**src/verilog/twm_cfg.svh**
```systemverilog
// Constants of the 16-bit timer waveform and mode control block
`ifndef TWM_CFG_SVH
`define TWM_CFG_SVH

// ****************************************
// Register map
// ****************************************
`define TWM_CTRL_ADDR   8'h80
`define TWM_CTRL_RST    8'h00
`define TWM_RD_IDLE     8'h00

// ****************************************
// Control register fields
// ****************************************
`define TWM_COM_LSB(ch) (6 - 2 * (ch))
`define TWM_WGM_MSB     1
`define TWM_WGM_LSB     0
`define TWM_COM_OFF     2'b00
`define TWM_COM_TOGGLE  2'b01
`define TWM_COM_CLEAR   2'b10
`define TWM_COM_SET     2'b11

// ****************************************
// Counter values, pin enable and channel constants
// ****************************************
`define TWM_BOTTOM      16'h0000
`define TWM_ONE         16'h0001
`define TWM_TOP8        16'h00FF
`define TWM_TOP9        16'h01FF
`define TWM_TOP10       16'h03FF
`define TWM_MAX         16'hFFFF
`define TWM_EN_OFF      3'h7
`define TWM_CH_A        0
`define TWM_CHANNELS    3

`endif

```
**src/verilog/twm_pkg.sv**
```systemverilog
// Types of the 16-bit timer waveform and mode control block
package twm_pkg;

  // ****************************************
  // Waveform generation modes
  // ****************************************
  typedef enum logic [3:0] {
    MODE_NORMAL  = 4'b0000,
    MODE_PC8     = 4'b0001,
    MODE_PC9     = 4'b0010,
    MODE_PC10    = 4'b0011,
    MODE_CTC_CMP = 4'b0100,
    MODE_FAST8   = 4'b0101,
    MODE_FAST9   = 4'b0110,
    MODE_FAST10  = 4'b0111,
    MODE_PFC_CAP = 4'b1000,
    MODE_PFC_CMP = 4'b1001,
    MODE_PC_CAP  = 4'b1010,
    MODE_PC_CMP  = 4'b1011,
    MODE_CTC_CAP = 4'b1100,
    MODE_RSVD    = 4'b1101,
    MODE_FAST_CAP = 4'b1110,
    MODE_FAST_CMP = 4'b1111
  } twm_mode_e;

  typedef enum logic [1:0] {
    CLS_NONPWM = 2'b00,
    CLS_FAST   = 2'b01,
    CLS_DUAL   = 2'b10
  } twm_class_e;

  typedef enum logic [1:0] {
    UPD_NOW    = 2'b00,
    UPD_TOP    = 2'b01,
    UPD_BOTTOM = 2'b10
  } twm_upd_e;

  typedef enum logic [1:0] {
    OVF_MAX    = 2'b00,
    OVF_TOP    = 2'b01,
    OVF_BOTTOM = 2'b10
  } twm_ovf_e;

  // ****************************************
  // Carriers
  // ****************************************
  typedef struct packed {
    logic [2:0] level;
    logic [2:0] enN;
  } twm_pin_s;

  typedef struct packed {
    logic [7:0]       ctrl;
    logic [15:0]      count;
    logic             down;
    logic [2:0][15:0] cmp;
    logic [2:0]       wave;
    logic             ovf;
    logic [7:0]       rdData;
    twm_pin_s         pin;
  } twm_state_s;

endpackage

```
**src/verilog/twm_timer16_wave_ctrl.sv**
```systemverilog
// 16-bit timer output mode and waveform generation mode control
// Function
// [RULE1] Control bits 7:6, 5:4, 3:2 hold output modes of channels A, B, C.
// [RULE2] A nonzero output mode hands the channel's pin to its waveform.
// [RULE3] Pin driver enabled only when the port direction bit says output.
// [RULE4] Output mode meaning depends on non-PWM, fast or dual-slope class.
// [RULE5] Non-PWM: 00 off, 01 toggle, 10 clear, 11 set on match.
// [RULE6] Fast PWM: 10 clear on match, set at TOP; 11 the reverse.
// [RULE7] Fast PWM 01 toggles A only in modes 14, 15; B, C off.
// [RULE8] Fast PWM with compare equal TOP: match ignored, only TOP action.
// [RULE9] Dual slope: 10 clears on up match, sets on down; 11 reverse.
// [RULE10] Dual slope 01 toggles A only in modes 8 to 11; B, C off.
// [RULE11] Control bits 1:0 are the low half of the waveform mode.
// [RULE12] Modes 0, 4, 12: TOP fixed or A or capture, immediate update.
// [RULE13] Modes 1-3, 10, 11: phase correct, update at TOP, flag at BOTTOM.
// [RULE14] Modes 5-7, 14, 15: fast PWM, update and flag at TOP.
// [RULE15] Modes 8, 9: update and flag at BOTTOM, TOP capture or A.
// [RULE16] Upper mode bits come from the second timer control register.
// [RULE17] Dual slope: compare at BOTTOM holds low, at TOP holds high.
// [RULE18] Software never selects mode 13; treated like normal mode.
// [RULE19] Control register resets to zero, outputs disconnected.
//
// Strobed register access is this design's own decision.
`timescale 1ns/1ps
`include "twm_cfg.svh"

module twm_timer16_wave_ctrl (
  input  wire logic                 clk,
  input  wire logic                 sys_rst,
  input  wire logic [7:0]           regAddr,
  input  wire logic [7:0]           regWrData,
  input  wire logic                 regWrStb,
  input  wire logic                 regRdStb,
  output      logic [7:0]           regRdData,
  input  wire logic                 timerTick,
  input  wire logic [1:0]           modeHi,
  input  wire logic [2:0][15:0]     cmpBuf,
  input  wire logic [15:0]          captureValue,
  input  wire logic [2:0]           portDir,
  input  wire logic [2:0]           portData,
  output      twm_pkg::twm_pin_s    pins,
  output      logic                 overflowPulse,
  output      logic [15:0]          counterValue
);
  import twm_pkg::*;

  // ****************************************
  // State
  // ****************************************
  twm_state_s       st_q;
  twm_state_s       st_d;
  twm_mode_e        mode;
  twm_class_e       cls;
  twm_upd_e         upd;
  twm_ovf_e         ovfAt;
  logic [15:0]      top;
  logic             aToggleOk;
  logic             atTop;
  logic             atBottom;
  logic             doUpdate;
  logic [2:0][1:0]  com;
  logic [2:0]       match;
  logic [2:0]       conn;

  // ****************************************
  // Mode decode
  // ****************************************
  always_comb begin
    // [RULE16] Mode upper half joined
    // [RULE11] Mode lower half from control
    mode = twm_mode_e'({modeHi,
                        st_q.ctrl[`TWM_WGM_MSB:`TWM_WGM_LSB]});
    cls = CLS_NONPWM;
    upd = UPD_NOW;
    ovfAt = OVF_MAX;
    top = `TWM_MAX;
    aToggleOk = 1'b0;
    // [RULE4] Mode class selection
    unique case (mode)
      // [RULE12] Non-PWM counting modes
      // [RULE18] Reserved mode as normal
      MODE_NORMAL, MODE_RSVD: begin
        top = `TWM_MAX;
      end
      MODE_CTC_CMP: begin
        top = st_q.cmp[`TWM_CH_A];
      end
      MODE_CTC_CAP: begin
        top = captureValue;
      end
      // [RULE13] Phase correct modes
      MODE_PC8, MODE_PC9, MODE_PC10, MODE_PC_CAP, MODE_PC_CMP: begin
        cls = CLS_DUAL;
        upd = UPD_TOP;
        ovfAt = OVF_BOTTOM;
        aToggleOk = mode == MODE_PC_CAP || mode == MODE_PC_CMP;
        if (mode == MODE_PC8) begin
          top = `TWM_TOP8;
        end else if (mode == MODE_PC9) begin
          top = `TWM_TOP9;
        end else if (mode == MODE_PC10) begin
          top = `TWM_TOP10;
        end else if (mode == MODE_PC_CAP) begin
          top = captureValue;
        end else begin
          top = st_q.cmp[`TWM_CH_A];
        end
      end
      // [RULE14] Fast PWM modes
      MODE_FAST8, MODE_FAST9, MODE_FAST10, MODE_FAST_CAP,
      MODE_FAST_CMP: begin
        cls = CLS_FAST;
        upd = UPD_TOP;
        ovfAt = OVF_TOP;
        aToggleOk = mode == MODE_FAST_CAP || mode == MODE_FAST_CMP;
        if (mode == MODE_FAST8) begin
          top = `TWM_TOP8;
        end else if (mode == MODE_FAST9) begin
          top = `TWM_TOP9;
        end else if (mode == MODE_FAST10) begin
          top = `TWM_TOP10;
        end else if (mode == MODE_FAST_CAP) begin
          top = captureValue;
        end else begin
          top = st_q.cmp[`TWM_CH_A];
        end
      end
      // [RULE15] Phase and frequency correct modes
      MODE_PFC_CAP, MODE_PFC_CMP: begin
        cls = CLS_DUAL;
        upd = UPD_BOTTOM;
        ovfAt = OVF_BOTTOM;
        aToggleOk = 1'b1;
        top = (mode == MODE_PFC_CAP) ? captureValue
                                     : st_q.cmp[`TWM_CH_A];
      end
    endcase
  end

  // ****************************************
  // Next state
  // ****************************************
  always_comb begin
    st_d = st_q;
    atTop = st_q.count == top;
    atBottom = st_q.count == `TWM_BOTTOM;

    // Register port
    // [RULE1] Control register write
    if (regWrStb && regAddr == `TWM_CTRL_ADDR) begin
      st_d.ctrl = regWrData;
    end
    st_d.rdData = (regRdStb && regAddr == `TWM_CTRL_ADDR) ? st_q.ctrl
                                                         : `TWM_RD_IDLE;

    // Counter sequence
    if (timerTick) begin
      if (cls == CLS_DUAL) begin
        if (!st_q.down) begin
          st_d.down = atTop;
          st_d.count = atTop ? st_q.count - `TWM_ONE
                             : st_q.count + `TWM_ONE;
        end else begin
          st_d.down = !atBottom;
          st_d.count = atBottom ? st_q.count + `TWM_ONE
                                : st_q.count - `TWM_ONE;
        end
      end else begin
        st_d.down = 1'b0;
        st_d.count = atTop ? `TWM_BOTTOM : st_q.count + `TWM_ONE;
      end
    end

    // [RULE13] Overflow event by mode
    unique case (ovfAt)
      OVF_MAX:    st_d.ovf = timerTick && st_q.count == `TWM_MAX;
      OVF_TOP:    st_d.ovf = timerTick && atTop;
      OVF_BOTTOM: st_d.ovf = timerTick && st_q.down && atBottom;
      default:    st_d.ovf = 1'b0;
    endcase

    // [RULE12] Compare buffer update point
    unique case (upd)
      UPD_NOW:    doUpdate = 1'b1;
      UPD_TOP:    doUpdate = timerTick && atTop;
      UPD_BOTTOM: doUpdate = timerTick && st_q.down && atBottom;
      default:    doUpdate = 1'b0;
    endcase
    if (doUpdate) begin
      st_d.cmp = cmpBuf;
    end

    // Channel waveforms
    for (int i = 0; i < `TWM_CHANNELS; i++) begin
      // [RULE1] Output mode field per channel
      com[i] = st_q.ctrl[`TWM_COM_LSB(i) +: 2];
      match[i] = timerTick && st_q.count == st_q.cmp[i];
      // [RULE7] Toggle only on A in allowed modes
      // [RULE10] Dual slope toggle on A only
      conn[i] = com[i][1] || (com[i] == `TWM_COM_TOGGLE &&
                (cls == CLS_NONPWM || (i == `TWM_CH_A && aToggleOk)));
      if (com[i] == `TWM_COM_TOGGLE) begin
        if (conn[i] && match[i]) begin
          st_d.wave[i] = !st_q.wave[i];
        end
      end else if (com[i][1]) begin
        if (cls == CLS_NONPWM) begin
          // [RULE5] Clear or set on match
          if (match[i]) begin
            st_d.wave[i] = com[i][0];
          end
        end else if (cls == CLS_FAST) begin
          // [RULE6] Set or clear at TOP
          // [RULE8] Match at TOP ignored
          if (timerTick && atTop) begin
            st_d.wave[i] = !com[i][0];
          end else if (match[i] && st_q.cmp[i] != top) begin
            st_d.wave[i] = com[i][0];
          end
        end else begin
          // [RULE17] Extreme compare values held
          // [RULE9] Direction-dependent match action
          if (st_q.cmp[i] == `TWM_BOTTOM) begin
            st_d.wave[i] = com[i][0];
          end else if (st_q.cmp[i] == top) begin
            st_d.wave[i] = !com[i][0];
          end else if (match[i]) begin
            st_d.wave[i] = st_q.down ? !com[i][0] : com[i][0];
          end
        end
      end
      // [RULE2] Waveform replaces port data
      st_d.pin.level[i] = conn[i] ? st_d.wave[i] : portData[i];
      // [RULE3] Driver follows port direction
      st_d.pin.enN[i] = !portDir[i];
    end
  end

  // ****************************************
  // Registers
  // ****************************************
  always_ff @(posedge clk or posedge sys_rst) begin
    if (sys_rst) begin
      // [RULE19] All zero, pins released
      st_q <= '0;
      st_q.pin.enN <= `TWM_EN_OFF;
    end else begin
      st_q <= st_d;
    end
  end

  assign regRdData = st_q.rdData;
  assign pins = st_q.pin;
  assign overflowPulse = st_q.ovf;
  assign counterValue = st_q.count;
endmodule
```
**config.mk**
```make
export PLATFORM = sky130hd
export DESIGN_NAME = twm_timer16_wave_ctrl
export DESIGN_NICKNAME = d
export VERILOG_FILES = /design/src/verilog/twm_pkg.sv /design/src/verilog/twm_timer16_wave_ctrl.sv
export VERILOG_INCLUDE_DIRS = /design/src /design/src/verilog
export SDC_FILE = /design/constraint.sdc
export NUM_CORES = 1
export LEC_CHECK = 0
export BUFFER_PORTS_ARGS = -buffer_cell sky130_fd_sc_hd__buf_2
export CAP_MARGIN = 10
export CORE_MARGIN = 2
export CORE_UTILIZATION = 36
export CTS_CLUSTER_DIAMETER = 80
export DETAILED_ROUTE_END_ITERATION = 10
export GPL_TIMING_DRIVEN = 1
export SLEW_MARGIN = 40
export SYNTH_ARGS = -nofsm -noshare
export SYNTH_HDL_FRONTEND = slang
export SYNTH_SLANG_ARGS = --single-unit
export TNS_END_PERCENT = 10
```
**constraint.sdc**
```tcl
create_clock -name clk -period 6.75 [get_ports clk]
set_clock_uncertainty 0.05 [all_clocks]
set_input_delay 2.025 -clock clk [delete_from_list [all_inputs] [get_ports clk]]
set_output_delay 2.025 -clock clk [all_outputs]
set_load 0.02 [all_outputs]
```
==> Word-level counts from Yosys, hierarchy flattened <==
Cells that the tools add are included.
Widths: inputs -> output; s select.
{ "classes": {"eq_ne": 34, "n_mux": 60, "add_sub_neg": 2, "n_reduce_logical": 47} }
{ "ops": {"columns": ["cell", "n"], "rows": [
  ["$mux 16", 12],
  ["$eq 16x16->1", 7],
  ["$pmux 16 s6", 1],
  ["$logic_not 16->1", 4],
  ["$ne 16x16->1", 3],
  ["$mux 1", 39],
  ["$mux 17", 2],
  ["$eq 4x4->1 const B", 8],
  ["$logic_and 1x1->1", 18],
  ["$add 16x1->16 const B", 1],
  ["$eq 16x16->1 const B", 1],
  ["$eq 4x3->1 const B", 4],
  ["$sub 16x1->16 const B", 1],
  ["$eq 2x1->1 const B", 5],
  ["$logic_not 1->1", 10],
  ["$reduce_or 10->1", 1],
  ["$reduce_or 5->1", 2],
  ["$pmux 1 s3", 3],
  ["$eq 4x2->1 const B", 2],
  ["$eq 8x8->1 const B", 1],
  ["$mux 8", 1],
  ["$pmux 2 s2", 2],
  ["$reduce_or 7->1", 1],
  ["$logic_or 1x1->1", 6],
  ["5 further kinds", 8]
]} }
{ "word_totals": {"ff_bits": 91, "wordCells": 154, "out_inout_bits": 31} }

==> Logic depth before layout (Yosys ltp) <==
{ "depth": {"word_depth": 15, "ltp_mapped": 14, "ltp_nobuf": 10} }

==> Least setup slack after synthesis <==
No wires, ideal clock.
{ "synth_timing": {"path_kind": "in2reg", "from": "input port modeHi[1]", "to": "register st_q[33] (netlist name)", "cell_stages": 11, "required_ps": 6575, "t_arrival_ps": 4485, "path_slack_ps": 2090, "setup_ps": 125, "path_cell_list": "buf_2 or4b_1 a21oi_1 o32ai_1 nor4_1 nand4b_1 nor3_2 o221ai_2 buf_4 buf_6 mux2_4"} }
{ "synth_via": {"elab_chain_cells": 9, "elab_cells_between_ends": 38, "cone_classes": "eq/ne (18); mux (12); reduce/logical (8)"} }
{ "synth_lines": {"columns": ["element", "line_no", "text"], "rows": [
  ["from (decl)", "twm_timer16_wave_ctrl.sv:36", "input wire logic [1:0] modeHi,"],
  ["$eq 4x4->1, on equally long branches", "twm_timer16_wave_ctrl.sv:79, twm_timer16_wave_ctrl.sv:122, twm_timer16_wave_ctrl.sv:103", null],
  ["$mux 16, on equally long branches", "twm_timer16_wave_ctrl.sv:122, twm_timer16_wave_ctrl.sv:103", null],
  ["$mux 16, on equally long branches", "twm_timer16_wave_ctrl.sv:120, twm_timer16_wave_ctrl.sv:101", null],
  ["$mux 16, on equally long branches", "twm_timer16_wave_ctrl.sv:118, twm_timer16_wave_ctrl.sv:99", null],
  ["$mux 16, on equally long branches", "twm_timer16_wave_ctrl.sv:116, twm_timer16_wave_ctrl.sv:97", null],
  ["$pmux 16 s6", "twm_timer16_wave_ctrl.sv:79", "unique case (mode)"],
  ["$eq 16x16->1", "twm_timer16_wave_ctrl.sv:145", "atTop = st_q.count == top;"],
  ["$logic_and 1x1->1", "twm_timer16_wave_ctrl.sv:185", "UPD_TOP: doUpdate = timerTick && atTop;"],
  ["$pmux 1 s3 (*)", "twm_timer16_wave_ctrl.sv:183", "unique case (upd)"],
  ["to (signal assigned)", "twm_timer16_wave_ctrl.sv:248", "st_q <= st_d;"],
  ["to (decl)", "twm_timer16_wave_ctrl.sv:50", "twm_state_s st_q;"]
]} }
Mark *: on every way between the ends. The rest lies on a longest branch, timed or not.
A chain may end at the register's enable or synchronous reset.

==> flow_summary.ini <==
[synthesis]
synthMuxAreaShare = 0.1065
basic_gate_share_of_the_synthesized_area_counting_and_or_nand_and_nor_cells = 0.2103
synthesized_area_fraction_occupied_by_ao_oa_aoi_and_oai_cells = 0.2153
ys_ff_latch = 91
post_synth_instance_area_um2 = 7908
xor_xnor_fraction_of_synth_area = 0.08418
ys_async_sr_fraction = 1.000
net_count_after_synthesis = 1025
synthesis.area_per_instance_um2 = 8.512
synth-edff-count = 0
yosys_warnings = 0
synth-seq-area-share = 0.2884
gate_count_after_technology_mapping = 929
combinational_family_with_the_most_area_after_synthesis = compound AO/OA/AOI/OAI gates
synth_top_flop_cell = sky130_fd_sc_hd__dfrtp_1
synthDistinctLibCells = 80
yosys.area_share.adder = 0.004747

[layout]
antenna_cells = 0
multi_input_comb_area_um2 = 4931
num-nets-final = 1068
drive_gt1_frac = 0.2303
synthToLayoutAreaGrowth_pct = 9.937
fin_util = 0.4008
sequential_cell_area_um2 = 2281
fillers = 2197

[route]
viasPerCell = 5.985
remaining_antenna_violation_count = 0
route.final.wire_length_um = 27270
drt-pass1-iter-count = 5
residual_drc = 0
drt-initial-drc-count = 944
via_count_of_the_routed_design = 7523
detail_route.wl_per_cell_um = 21.70

[worst_setup_path]
slowest_delay_ns = 0.78
slowest_stage = sky130_fd_sc_hd__o41ai_1
worstPathArrival_ns = 5.37
criticalPathCategory = input port to flip-flop
rr_startpoint = mode[0]
crit_buf_inv = 1
critical_path_peak_fanout = 57
crit_path_cell_trace = buf_4 > or4b_1 > a21oi_1 > or3_1 > o2111ai_1 > or4_1 > o41ai_1 > a22oi_1 > o211ai_1 > a21oi_1
cp-end-kind = flip-flop
r2r_cells = 11
critPathMostFrequentCell = sky130_fd_sc_hd__a21oi_1
cp_top_family = compound AO/OA/AOI/OAI gates
worst_r2r_endpoint = st_q[60]
critPathLaunchType = input port
ff2ff_setup_slack_ns = 2.54
critPathRequiredTime_ns = 6.93

[sta]
rsz_0062_raised_after_global_routing = no
fin_worst_hold_slack_ns = 0.5686
timing.fmax_mhz = 193.0
timing.final.crit_share = 0.7677
headroom_to_the_max_slew_limit = 0.4246
period_needed_ns = 5.182
finalHoldViolCount = 0
fin_tns_setup_ns = 0
total_setup_violations_reported_at_the_end_of_the_flow = 0
worst_pin_slew_ns = 0.8520
timing_max_transition_violations_final = 0

[cts]
clkSlewWorstSetupHoldPaths_ns = 0.07
clockRootBuffer = sky130_fd_sc_hd__clkbuf_16
worst_skew_pair.late_latency_ns = 0.36
cts_made_buffers = 9
clk_path_buf_depth = 2
tritoncts = built
holdBufCountCts = 0
cts-resized-gates = 0
cts_htree_levels = 3
post-cts-setup-buffers = 0
tritoncts_num_sinks = 91

[run]
max-cap-violations = 0

[floorplan]
chipHeight_um = 152.2
fp.dieW_um = 152.2
effective_utilization_at_floorplan = 0.3646
die_outline_area_um2 = 23170
count_of_standard_cell_rows = 54
core_region_area_um2 = 21690
ioPinCount = 124

[power]
clock_power_share = 0.250
netSwitchingFraction = 0.4227
leakage_power_nw = 3.602
worst_ir_drop_vdd_mv = 0.1225
p_comb_frac = 0.327
power-per-cell-area_nw_per_um2 = 234.1
internal_dissipation_mw = 1.175
p_sw_mw = 0.8602
sequentialPowerShare = 0.423

[grt]
via_count_of_the_first_global_routing_pass = 7140
remaining_global_route_overflow = 0
grt_first_pass_wirelength_um = 42210
grt_start_max_net_pins = 58
grt_use_total = 0.2322
grt_antenna_before_repair = 0

[hold_path]
holdPathStages = 1
min_from = com[3]
class_of_the_most_critical_hold_timing_path = flip-flop to flip-flop
holdPathEnd = regRdData[5]

[place]
globalplace.congestion = 0.9952
io_buffer_count = 123
dp_hpwl_um = 19790

[status]
result_of_the_run = finished, final reports clean
[state kept, by name, summed over array words and instances, names as in the netlist]
signal	flops
regRdData	8
mode	2
st_q	52
overflowPulse	1
com	6
counterValue	16
pins	6
[cell usage after synthesis (6+ instances only)]
cell                       instances  area, um^2
sky130_fd_sc_hd__o31ai_1          15       112.6
sky130_fd_sc_hd__or4b_1            6       60.06
sky130_fd_sc_hd__or3_1            13       81.33
sky130_fd_sc_hd__nor4_1           33       206.5
sky130_fd_sc_hd__nor2b_1          13       81.33
sky130_fd_sc_hd__inv_1            45       168.9
sky130_fd_sc_hd__and3_1           16       100.1
sky130_fd_sc_hd__buf_2            14       70.07
sky130_fd_sc_hd__dfrtp_1          88        2202
sky130_fd_sc_hd__a21oi_1          49       245.2
sky130_fd_sc_hd__mux2_2           41       461.7
sky130_fd_sc_hd__o22ai_1           9       56.30
sky130_fd_sc_hd__o211ai_1         13       97.59
sky130_fd_sc_hd__clkbuf_1         40       150.1
sky130_fd_sc_hd__mux2i_1           8       80.08
sky130_fd_sc_hd__o21ai_0          33       165.2
sky130_fd_sc_hd__a31oi_1          15       93.84
sky130_fd_sc_hd__a22oi_1          15       112.6
sky130_fd_sc_hd__nor2_1           48       180.2
sky130_fd_sc_hd__nand2_1          50       187.7
sky130_fd_sc_hd__mux2_4           20       300.3
sky130_fd_sc_hd__nand3_1          22       110.1
sky130_fd_sc_hd__nand4_1          14       87.58
sky130_fd_sc_hd__and2_1            8       50.05
sky130_fd_sc_hd__nand2b_1         13       81.33
sky130_fd_sc_hd__a211oi_1         15       112.6
sky130_fd_sc_hd__nor3_1           40       200.2
sky130_fd_sc_hd__buf_4            37       277.8
sky130_fd_sc_hd__or4_1             6       45.04
sky130_fd_sc_hd__xnor2_1          43       376.6
sky130_fd_sc_hd__xor2_1           33       289.0
sky130_fd_sc_hd__o21a_1            6       45.04
[power groups by stage]
stage | combinational [mW] | sequential (mW) | clock [mW]
after floorplan | 0.637 | 0.678 | 0
after global placement | 0.650 | 0.866 | 0
after detailed placement | 0.658 | 0.861 | 0
after CTS | 0.661 | 0.850 | 0.527
after global routing | 0.731 | 0.869 | 0.552
final | 0.665 | 0.861 | 0.509
[how the worst max path moves through the flow]
stage | startpoint | to | slack [ns] | depth (start not counted)
after floorplan | modeHi[1] | st_q[33] | 2.09 | 11
after CTS | modeHi[1] | st_q[60] | 1.44 | 11
after global routing | modeHi[1] | st_q[58] | 1.42 | 11
after global placement | modeHi[1] | st_q[64] | 1.10 | 11
final | modeHi[1] | pins[5] | 1.57 | 10
after detailed placement | modeHi[1] | st_q[59] | 1.07 | 11
[metrics by stage]
stage / instance area [um^2] / total power [mW] / cells / setup slack, ns
6_report: 8693 / 2.035 / 1257 / 1.568
5_1_grt: 8693 / 2.152 / 1257 / 1.420
4_1_cts: 8688 / 2.038 / 1257 / 1.444
3_5_place_dp: 8396 / 1.519 / 1241 / 1.067
3_3_place_gp: 8389 / 1.516 / 1241 / 1.100
2_1_floorplan: 7908 / 1.315 / 929 / 2.090
[cell type report]
cell class | instances | area share
sequential | 91 | 0.2624
inverter | 46 | 0.02015
timing repair buffer | 129 | 0.07628
clock inverter | 7 | 0.007772
multi-input combinational | 695 | 0.5672
tap | 280 | 0.04030
clock buffer | 9 | 0.02591
[layout by cell type, fill, tap and decap left out, types with 16 or more instances in the layout]
cell type,synthesis,final
sky130_fd_sc_hd__buf_2,14,122
sky130_fd_sc_hd__o21ai_0,33,33
sky130_fd_sc_hd__inv_1,45,44
sky130_fd_sc_hd__xor2_1,33,33
sky130_fd_sc_hd__nand3_1,22,22
sky130_fd_sc_hd__a21oi_1,49,49
sky130_fd_sc_hd__dfrtp_1,88,88
sky130_fd_sc_hd__mux2_2,41,41
sky130_fd_sc_hd__nand2_1,50,50
sky130_fd_sc_hd__xnor2_1,43,43
sky130_fd_sc_hd__nor3_1,40,40
sky130_fd_sc_hd__and3_1,16,16
sky130_fd_sc_hd__mux2_4,20,20
sky130_fd_sc_hd__nor2_1,48,47
sky130_fd_sc_hd__nor4_1,33,32
[worst reg2reg max path, delay by kind of cell, from the launching register on]
kind            cells  cell delay, ns
flops               1            0.89
compound gates      2            0.52
buf+inv             3            0.94
xor+xnor            1            0.10
mux                 1            0.46
simple gates        4            1.12
[routing by layer]
metal / routed length (um) / vias to the layer above / GRT usage
met5: 0 / - / 0
met4: 1121 / 0 / 0.09924
met3: 2306 / 62 / 0.04835
met2: 11770 / 401 / 0.3421
met1: 12080 / 3545 / 0.3298
li1: - / 3515 / -
[logic make-up after synthesis]
logic type | after synthesis
simple gates | 304
compound gates | 243
buf+inv | 143
flops | 91
xor+xnor | 76
mux | 69
fa+ha+maj | 3
No activity file was read; power rests on OpenSTA's default activity.
